--- src/design/dsth_pkg.sv ---
// package: constants, types and field layout for the stream touch hint decoder
package dsth_pkg;
  localparam int DSTH_XLEN = 64;
  localparam int DSTH_NSTREAM = 16;
  localparam logic [4:0] DSTH_HINT_DESC = 5'h08;
  localparam logic [4:0] DSTH_HINT_CTRL = 5'h0A;
  // operand bits numbered 0 = msb, converted to lsb indices
  localparam int DSTH_START_HI = 63;
  localparam int DSTH_START_LO = 7;
  localparam int DSTH_DIR_BIT = 6;
  localparam int DSTH_UNL_BIT = 5;
  localparam int DSTH_ID_HI = 3;
  localparam int DSTH_ID_LO = 0;
  localparam int DSTH_GO_BIT = 31;
  localparam int DSTH_STOP_HI = 30;
  localparam int DSTH_STOP_LO = 29;
  localparam int DSTH_LEN_HI = 16;
  localparam int DSTH_LEN_LO = 7;
  localparam int DSTH_TRANS_BIT = 6;
  localparam logic [1:0] DSTH_STOP_NONE = 2'h0;
  localparam logic [1:0] DSTH_STOP_RSVD = 2'h1;
  localparam logic [1:0] DSTH_STOP_ONE = 2'h2;
  localparam logic [1:0] DSTH_STOP_ALL = 2'h3;
  localparam logic [56:0] DSTH_START_RST = 57'h0;
  localparam logic [9:0] DSTH_LEN_RST = 10'h0;
  localparam logic [31:0] DSTH_PRDATA_RST = 32'h0;
  // apb register map
  localparam logic [11:0] DSTH_REG_CTRL = 12'h000;
  localparam logic [11:0] DSTH_REG_ACTIVE = 12'h004;
  localparam logic [11:0] DSTH_REG_NASCENT = 12'h008;
  localparam logic [11:0] DSTH_REG_COUNT = 12'h00C;
  localparam int DSTH_CTRL_EN_BIT = 0;

  typedef struct packed {
    logic valid;
    logic [4:0] touchHint;
    logic baseIsZero;
    logic [63:0] baseRegister;
    logic [63:0] offsetRegister;
    logic inhibited;
    logic guarded;
  } dsth_req_s;

  typedef struct packed {
    logic [56:0] streamStartHigh;
    logic downward;
    logic unlimited;
    logic transient;
    logic [9:0] streamLength;
    logic described;
    logic nascent;
    logic active;
  } dsth_entry_s;
endpackage : dsth_pkg

--- src/design/dsth_ea_calc.sv ---
// effective address adder for the touch operand
`timescale 1ns/1ps
module dsth_ea_calc (
  // operands
  input wire logic baseIsZero,
  input wire logic [dsth_pkg::DSTH_XLEN-1:0] baseRegister,
  input wire logic [dsth_pkg::DSTH_XLEN-1:0] offsetRegister,
  // result
  output logic [dsth_pkg::DSTH_XLEN-1:0] operand
);
  import dsth_pkg::*;
  always_comb begin
    if (baseIsZero) begin
      operand = offsetRegister;
    end else begin
      operand = baseRegister + offsetRegister;
    end
  end
endmodule : dsth_ea_calc

--- src/design/dsth_apb_regs.sv ---
// apb slave for control and status of the stream table
`timescale 1ns/1ps
module dsth_apb_regs (
  // clock and reset
  input wire logic clk,
  input wire logic sys_rst,
  // apb
  input wire logic psel,
  input wire logic penable,
  input wire logic pwrite,
  input wire logic [11:0] paddr,
  input wire logic [31:0] pwdata,
  output logic [31:0] prdata,
  output logic pready,
  output logic pslverr,
  // block state
  input wire logic [15:0] activeMask,
  input wire logic [15:0] nascentMask,
  input wire logic [15:0] hintCount,
  output logic enable
);
  import dsth_pkg::*;
  logic [31:0] next_prdata;
  logic next_enable;
  logic access;

  assign access = psel && penable;
  assign pready = 1'b1;
  // unmapped addresses answer with an error
  assign pslverr = access && !(paddr == DSTH_REG_CTRL || paddr == DSTH_REG_ACTIVE
                   || paddr == DSTH_REG_NASCENT || paddr == DSTH_REG_COUNT);

  always_comb begin
    next_enable = enable;
    next_prdata = prdata;
    if (access && pwrite && paddr == DSTH_REG_CTRL) begin
      next_enable = pwdata[DSTH_CTRL_EN_BIT];
    end
    if (psel && !penable && !pwrite) begin
      if (paddr == DSTH_REG_CTRL) begin
        next_prdata = {31'h0, enable};
      end else if (paddr == DSTH_REG_ACTIVE) begin
        next_prdata = {16'h0, activeMask};
      end else if (paddr == DSTH_REG_NASCENT) begin
        next_prdata = {16'h0, nascentMask};
      end else if (paddr == DSTH_REG_COUNT) begin
        next_prdata = {16'h0, hintCount};
      end else begin
        next_prdata = DSTH_PRDATA_RST;
      end
    end
  end

  always_ff @(posedge clk) begin
    if (sys_rst) begin
      enable <= 1'b1;
      prdata <= DSTH_PRDATA_RST;
    end else begin
      enable <= next_enable;
      prdata <= next_prdata;
    end
  end
endmodule : dsth_apb_regs

--- src/design/dsth_decoder.sv ---
// stream touch hint decoder with a sixteen entry prefetch stream table
//
// The register addresses and the APB slave port are this design's own decisions.
`timescale 1ns/1ps
// Summary of operation
// - hint 01000 decodes stream description, 01010 decodes stream control
// - operand is base plus offset, offset alone when base field is zero
// - inhibited or guarded targets ignored; never raises an error
// - description form: operand bits 0..56 give stream start high part
// - description bit 57 selects upward or downward direction
// - description bit 58 marks unlimited, not transient, load soon
// - bits 60..63 select one of sixteen stream entries
// - control bit 32 with stop code 00 or 01 activates described nascent streams, deactivates others
// - stop code 00 carries nothing, code 01 is reserved
// - stop code 10 stops only the numbered stream
// - stop code 11 stops every stream, ignoring all other fields
// - control bits 47..56 give the stream length in units
// - control bit 57 marks the stream transient
// - control bit 58 marks unlimited and ignores the length
// - condition field zero and fixed point exceptions stay unchanged
module dsth_decoder (
  // clock and reset
  input wire logic clk,
  input wire logic sys_rst,
  // apb
  input wire logic psel,
  input wire logic penable,
  input wire logic pwrite,
  input wire logic [11:0] paddr,
  input wire logic [31:0] pwdata,
  output logic [31:0] prdata,
  output logic pready,
  output logic pslverr,
  // touch request from load/store pipeline
  input wire dsth_pkg::dsth_req_s req,
  // prefetcher side
  input wire logic [3:0] queryNumber,
  output dsth_pkg::dsth_entry_s queryEntry,
  output logic [15:0] activeMask,
  output logic tableUpdated,
  // status kept untouched toward the core
  output logic crWrite,
  output logic xerWrite,
  output logic errorTrap
);
  import dsth_pkg::*;

  // ----------------------------------------------------------------
  // operand forming
  // ----------------------------------------------------------------
  logic [63:0] operand;
  logic enable;
  logic [15:0] nascentMask;
  logic [15:0] hintCount;
  logic [15:0] next_hintCount;

  dsth_ea_calc u_ea (
    .baseIsZero(req.baseIsZero),
    .baseRegister(req.baseRegister),
    .offsetRegister(req.offsetRegister),
    .operand(operand)
  );

  dsth_apb_regs u_regs (
    .clk(clk),
    .sys_rst(sys_rst),
    .psel(psel),
    .penable(penable),
    .pwrite(pwrite),
    .paddr(paddr),
    .pwdata(pwdata),
    .prdata(prdata),
    .pready(pready),
    .pslverr(pslverr),
    .activeMask(activeMask),
    .nascentMask(nascentMask),
    .hintCount(hintCount),
    .enable(enable)
  );

  // ----------------------------------------------------------------
  // field extraction
  // ----------------------------------------------------------------
  logic usable;
  logic isDesc;
  logic isCtrl;
  logic [3:0] streamNumber;
  logic [1:0] stopCode;
  logic goFlag;

  // hint dropped for inhibited or guarded storage
  assign usable = req.valid && enable && !req.inhibited && !req.guarded;
  assign isDesc = usable && req.touchHint == DSTH_HINT_DESC;
  assign isCtrl = usable && req.touchHint == DSTH_HINT_CTRL;
  // stream number from low four bits
  assign streamNumber = operand[DSTH_ID_HI:DSTH_ID_LO];
  assign stopCode = operand[DSTH_STOP_HI:DSTH_STOP_LO];
  assign goFlag = operand[DSTH_GO_BIT];

  // ----------------------------------------------------------------
  // stream table
  // ----------------------------------------------------------------
  dsth_entry_s streams [DSTH_NSTREAM];
  dsth_entry_s next_streams [DSTH_NSTREAM];
  logic next_tableUpdated;

  always_comb begin
    for (int i = 0; i < DSTH_NSTREAM; i++) begin
      next_streams[i] = streams[i];
    end
    next_tableUpdated = isDesc || isCtrl;
    next_hintCount = hintCount + 16'((isDesc || isCtrl) ? 1 : 0);
    if (isDesc) begin
      next_streams[streamNumber].streamStartHigh = operand[DSTH_START_HI:DSTH_START_LO];
      next_streams[streamNumber].downward = operand[DSTH_DIR_BIT];
      next_streams[streamNumber].nascent = 1'b1;
      next_streams[streamNumber].described = 1'b1;
      // unlimited go: unlimited, not transient, load soon
      if (operand[DSTH_UNL_BIT]) begin
        next_streams[streamNumber].unlimited = 1'b1;
        next_streams[streamNumber].transient = 1'b0;
        next_streams[streamNumber].active = 1'b1;
        next_streams[streamNumber].nascent = 1'b0;
      end
    end else if (isCtrl) begin
      // stop all, every other field ignored
      if (stopCode == DSTH_STOP_ALL) begin
        for (int i = 0; i < DSTH_NSTREAM; i++) begin
          next_streams[i].active = 1'b0;
          next_streams[i].nascent = 1'b0;
        end
      end else if (stopCode == DSTH_STOP_ONE) begin
        next_streams[streamNumber].active = 1'b0;
        next_streams[streamNumber].nascent = 1'b0;
      end else begin
        // codes 00 and 01 carry no stop information
        next_streams[streamNumber].streamLength = operand[DSTH_LEN_HI:DSTH_LEN_LO];
        if (operand[DSTH_TRANS_BIT]) begin
          next_streams[streamNumber].transient = 1'b1;
        end
        if (operand[DSTH_UNL_BIT]) begin
          next_streams[streamNumber].unlimited = 1'b1;
          next_streams[streamNumber].streamLength = DSTH_LEN_RST;
        end
        // go activates fully described nascent streams
        if (goFlag) begin
          for (int i = 0; i < DSTH_NSTREAM; i++) begin
            if (next_streams[i].nascent && next_streams[i].described) begin
              next_streams[i].active = 1'b1;
              next_streams[i].nascent = 1'b0;
            end else begin
              next_streams[i].active = 1'b0;
            end
          end
        end
      end
    end
  end

  always_ff @(posedge clk) begin
    if (sys_rst) begin
      for (int i = 0; i < DSTH_NSTREAM; i++) begin
        streams[i] <= '0;
      end
      tableUpdated <= 1'b0;
      hintCount <= 16'h0000;
    end else begin
      for (int i = 0; i < DSTH_NSTREAM; i++) begin
        streams[i] <= next_streams[i];
      end
      tableUpdated <= next_tableUpdated;
      hintCount <= next_hintCount;
    end
  end

  always_comb begin
    for (int i = 0; i < DSTH_NSTREAM; i++) begin
      activeMask[i] = streams[i].active;
      nascentMask[i] = streams[i].nascent;
    end
  end

  assign queryEntry = streams[queryNumber];
  // no condition or exception update; no error handler
  assign crWrite = 1'b0;
  assign xerWrite = 1'b0;
  assign errorTrap = 1'b0;
endmodule : dsth_decoder

--- config.mk ---
export PLATFORM = sky130hd
export DESIGN_NAME = dsth_decoder
export DESIGN_NICKNAME = d
export VERILOG_FILES = /design/src/design/dsth_pkg.sv /design/src/design/dsth_ea_calc.sv /design/src/design/dsth_apb_regs.sv /design/src/design/dsth_decoder.sv
export SDC_FILE = /design/constraint.sdc
export NUM_CORES = 2
export LEC_CHECK = 0
export BUFFER_PORTS_ARGS = -buffer_cell sky130_fd_sc_hd__buf_2
export CAP_MARGIN = 20
export CORE_ASPECT_RATIO = 1.4
export CORE_MARGIN = 2
export CORE_UTILIZATION = 45
export DETAILED_ROUTE_END_ITERATION = 8
export SLEW_MARGIN = 20
export SYNTH_ARGS = -nofsm -noshare
export SYNTH_HDL_FRONTEND = slang
export SYNTH_SLANG_ARGS = --single-unit
export TNS_END_PERCENT = 5
--- constraint.sdc ---
create_clock -name clk -period 4.35 [get_ports clk]
set_clock_uncertainty 0.1 [all_clocks]
set_input_delay 0.6525 -clock clk [delete_from_list [all_inputs] [get_ports clk]]
set_output_delay 0.6525 -clock clk [all_outputs]
set_load 0.02 [all_outputs]
---- After elaboration in Yosys (flattened, before gate mapping) ----
Memories as Yosys holds them, arrays and structs flattened.
Cells that the tools add are included.
Widths: inputs -> output; s select.
storage, ports and cells
  register bits ........................... 50
  bits in latches ......................... 0
  bits in writable memories ............... 1168
  ROM bits ................................ 0
  input port bits ......................... 190
  output and inout bits ................... 127
  logic and storage cells ................. 220
  memories ................................ 1
cells by class
  add/subtract/negate cells ............... 2
  multipliers ............................. 0
  divide/modulo/power cells ............... 0
  magnitude comparators ................... 2
  eq/ne operators ......................... 7
  shifts and indexed selects .............. 0
  multiplexer cells ....................... 149
  bitwise operators ....................... 17
  reduce and logical (&&, ||, !) cells .... 38
memory list
  name     words  bits a word  rd ports  clocked after Yosys merged registers in  wr ports  line                 RTL
  streams  16     73           17        0                                        16        dsth_decoder.sv:103  dsth_entry_s streams [DSTH_NSTREAM];
operators by type and width
  kind                 number
  $bwmux 1168          14
  $mux 1168            14
  $demux 73 s4         8
  $mux 73              17
  $mux 71              16
  $mux 32              3
  $mux 2               33
  $add 64x64->64       1
  $mux 64              1
  $mux 1               37
  $mux 16              2
  $logic_and 1x1->1    28
  $eq 12x4->1 const B  2
  $add 16x1->16        1
  $or 1x1->1           16
  $mux 15              1
  $mux 14              1
  $mux 13              1
  $eq 12x3->1 const B  1
  $logic_not 12->1     1
  $eq 5x4->1 const B   2
  $ge 5x5->1 const B   1
  $logic_not 1->1      5
  $lt 5x1->1 const B   1
  4 further kinds      8

---- Logic depth before layout (Yosys ltp) ----
  depth after elaboration ................. 29
  gate-level depth with buffers ........... 15

---- Modules after synthesis ----
From an unflattened synthesis, not the netlist that was laid out.
unflattened totals
  cells, all modules ...................... 5646
  area total of the unflattened synthesis .. 57686.6 um2
by module, submodules not included
  module         instances  cells each  area an instance (um2)  sequential area each (um2)
  dsth_decoder   1          4799        51834.7                 23722.8
  dsth_ea_calc   1          745         4830.9                  0.0
  dsth_apb_regs  1          102         1021.0                  340.3

---- Worst setup path before layout ----
OpenSTA, ideal clock, no wires.
  kind .................................... input -> register
  start ................................... input port req[17] (netlist bit)
  end ..................................... memory streams[10][71] (netlist bit)
  library setup time ...................... 0.070 ns
  arrival ................................. 3.689 ns
  data required time ...................... 4.180 ns
  path slack .............................. 0.491 ns
  stages .................................. 13
  path buffers ............................ 2
  path through ............................ ha_1 > buf_2 > a21o_1 > a221o_1 > a31oi_1 > o211ai_4 > a211o_1 > a21bo_2 > o211ai_1 > mux2_1 > a211o_1 > buf_2 > o21ai_1
RTL lines
  element      line                 RTL
  from (decl)  dsth_decoder.sv:35   input wire dsth_pkg::dsth_req_s req,
  to (decl)    dsth_decoder.sv:103

==> metrics.md <==
| Metric | Value |
|---|---|
| Startpoint types | `input pin` |
| Mapped cell area | `0.0546 sq mm` |
| CP Capture Type | `flip-flop` |
| Avg Inst Size Synth | `9.44 sq um` |
| Hold worst-path end | `u_regs.enable$_SDFFE_PP1P_` |
| Via count | `around 45,000` |
| PwrDens | `379 mW/mm^2` |
| Status | `complete, no violations` |
| Hold path cells | `3` |
| CTS H-Tree Depth | `3` |
| Core area | `0.121 sq mm` |
| Bufs on Longest Clock Path | `3` |
| Slew @ Worst Pin | `1.03 ns` |
| GRT Resource Usage Total | `0.280` |
| Yosys top cell by area | `dfxtp_1` |
| Slew HR | `0.310` |
| Share of cells above drive strength 1 | `0.200` |
| Synth Area in Simple Gates | `0.152` |
| Reg2reg path depth | `11` |
| Setup WS pre-CTS | `-0.255 ns` |
| Min cycle time layout | `3.74 ns` |
| R2R Setup Slk | `1.49 ns` |
| Layout Nets | `6,116` |
| Xor/xnor share of the synthesized area | `0.00995` |
| Final number of setup-violating endpoints | `0` |
| RSZ-0062 raised after global routing | `no` |
| Antenna Nets Post-Route | `0` |
| Post-detail-place hpwl | `118 mm` |
| Post-CTS sizing | `0` |
| DRT iter0 DRCs | `3,561` |
| Total Die Area | `0.124 sq mm` |
| Routed length per instance | `23.3 microns` |
| Fmax | `approximately 270 MHz` |
| Maximum vdd drop | `0.338 mV` |
| Hold_sp | `pwdata[0]` |
| Cells after DPL | `around 7,300` |
| Reg2Reg Launch Point | `u_regs.enable$_SDFFE_PP1P_` |
| Final Hold Viols | `0` |
| CP max FO | `16` |
| Final Max Slew Viols | `0` |
| Final GP Congestion | `approximately 0.93` |
| Setup Buffers After CTS | `0` |
| Largest family of logic cells by synthesized area | `compound AO/OA/AOI/OAI gates` |
| # rows | `between 150 and 200` |
| Largest net degree at the start of global routing | `roughly 200` |
| Mux contribution to synthesized area | `0.160` |
| Warnings, synthesis | `0` |
| First-pass GRT wire length | `269 mm` |
| Number of flops mapped to enable cells by yosys | `0` |
| Most used DFF post-synth | `dfxtp_1` |
| Gr ovfl total | `0` |
| Die W | `298 microns` |
| Final instance area | `0.0633 sq mm` |
| Clock root cell | `clkbuf_16` |
| Pleak | `between 0.02 and 0.025 uW` |
| Via density | `just under 6` |
| I/O pin total | `between 300 and 400` |
| Max-Cap Viols | `0` |
| Port Buffers | `~270` |
| CTS Hold Bufs | `0` |
| Vias in the first global route | `between 40,000 and 50,000` |
| Top post-synthesis cells by area | `dfxtp_1, mux4_2, a211oi_1` |
| # DRC | `0` |
| Layout Utilization | `0.524` |
| P&R area growth vs syn | `15.9%` |
| Worst skew pair latency | `roughly 0.75 ns` |
| Drt total wl | `176 mm` |
| #FFs+latches synth | `between 1,000 and 1,500` |
| Worst-path clk slew | `0.06 ns` |
| Antenna violations before repair | `7` |
| Post-Synth Adder-Cell Area | `0.0153` |
| Crit Path Class | `in2reg` |
| Die H | `416 microns` |
| Arr. time, crit path | `4.24 ns` |
| # clock sinks | `1,202` |
| Post-Route Setup TNS | `0 ns` |
| Fraction of registers with async set/reset | `0` |
| Reg-to-reg critical path endpoint | `streams[14][24]$_SDFFE_PP0P_` |
| Crit share post-route | `0.860` |
| Mapped Cells | `roughly 5,800` |
| Required time of the critical path | `4.85 ns` |
| Post-synth top area share | `0.441` |
| Synth Area in Compound Gates | `0.174` |
| Starting Density | `0.452` |
| Worst Hold Class | `in2reg` |
| Placed cell area | `about 0.06 sq mm` |
| Total CTS buffers | `116` |
| Final Worst Setup Slack | `0.609 ns` |
| Synth cell types | `89` |
| TritonCTS clock tree | `done` |
| Sequential share of the synthesized area | `0.441` |
| Finished Layout Cells | `between 7,000 and 8,000` |
| Drt first pass iters | `5` |
==> worst max-delay path: stages <==
cell and delay (ns):
buf_2 0.09, ha_1 0.16, inv_1 0.05, fa_1 0.38
nand2b_1 0.18, a211oi_1 0.27, nor4_2 0.08, buf_4 0.16
o211ai_4 0.25, a21o_1 0.23, a311oi_4 0.21, buf_4 0.22
buf_4 0.14, o31a_1 0.27, nor2_2 0.53, nand2_1 0.11
a31o_1 0.24
==> power breakdown <==
| group | internal (uW) | switching (uW) |
|---|---|---|
| combinational | 838 | 1770 |
| sequential | 11000 | 2.23 |
| clock | 5890 | 4480 |
==> cell families (layout without fill, tap and decap cells) <==
kind of cell	after synthesis	after routing
simple gates	1979	1979
compound gates	1418	1418
flops	1202	1202
buf+inv	642	798
mux	411	411
fa+ha+maj	66	66
xor+xnor	62	62
other cells	2	21
==> worst max path at each step <==
| stage | from | to | slack, ns | cells after the start |
|---|---|---|---|---|
| after global placement | req[2] | streams[2][5]$_SDFFE_PP0P_ | -0.24 | 17 |
| final | req[2] | streams[2][13]$_SDFFE_PP0P_ | 0.61 | 17 |
| after detailed placement | req[2] | streams[0][5]$_SDFFE_PP0P_ | -0.26 | 17 |
| after floorplan | req[17] | streams[10][71]$_SDFFE_PP0P_ | 0.49 | 13 |
| after CTS | req[2] | streams[15][7]$_SDFFE_PP0P_ | 0.52 | 17 |
| after global routing | req[2] | streams[2][13]$_SDFFE_PP0P_ | 0.40 | 17 |
==> cell type report <==
cell class,count,area [sq um]
fillers,10900,57500
diodes,1,2.50
multi-input cells,3956,28100
clock inverters,35,414
repair buffers,563,5010
clock buffers,179,3530
inverters,21,86.3
well taps,1606,2010
flip-flops and latches,1202,24100
==> registers in the layout (all words and copies together) (netlist names) <==
signal	count
u_regs.prdata	16
hintCount	16
tableUpdated	1
streams	1168
u_regs.enable	1
==> cell usage after synthesis, types with 14 or more instances <==
cell,instances
dfxtp_1,1202
nor2_1,1119
a211oi_1,600
clkbuf_1,502
mux4_2,366
nand2_1,326
nand3_1,267
a21oi_1,242
o21ai_1,242
nor3_1,150
ha_1,65
o21ai_0,65
buf_1,61
buf_4,39
a21o_1,37
xnor2_1,37
a2111oi_0,31
mux2i_1,28
xor2_1,25
inv_1,21
nand4_1,21
a22oi_1,20
buf_2,19
o211ai_1,19
a311oi_1,18
a32oi_1,16
mux2_2,15
nor4_1,15
a31o_1,14
o21bai_1,14
==> layout by cell type (no fill, tap or decap), types with 39 or more instances in the layout <==
cell / count
a211oi_1: 600
a21oi_1: 239
buf_12: 112
buf_2: 259
buf_4: 188
clkbuf_16: 116
clkbuf_8: 39
dfxtp_1: 1202
ha_1: 65
mux4_2: 366
nand2_1: 326
nand3_1: 267
nor2_1: 1112
nor3_1: 141
o21ai_0: 64
o21ai_1: 240
==> metrics by stage <==
stage | power, uW | hold slack, ns
floorplan | 12800 | 0.329
global placement | 13800 | 0.335
detailed placement | 13800 | 0.342
CTS | 24100 | 0.0279
global route | 24700 | 0.0623
finish | 24000 | 0.0654
==> metal layers <==
metal | GRT usage | vias up | routed length [microns]
li1 | - | 21200 | -
met4 | 0.130 | 0 | 8420
met1 | 0.347 | 21900 | 71000
met5 | 0 | - | 0
met2 | 0.483 | 1416 | 87500
met3 | 0.0351 | 354 | 9500
Power figures use the tool's default switching activity.
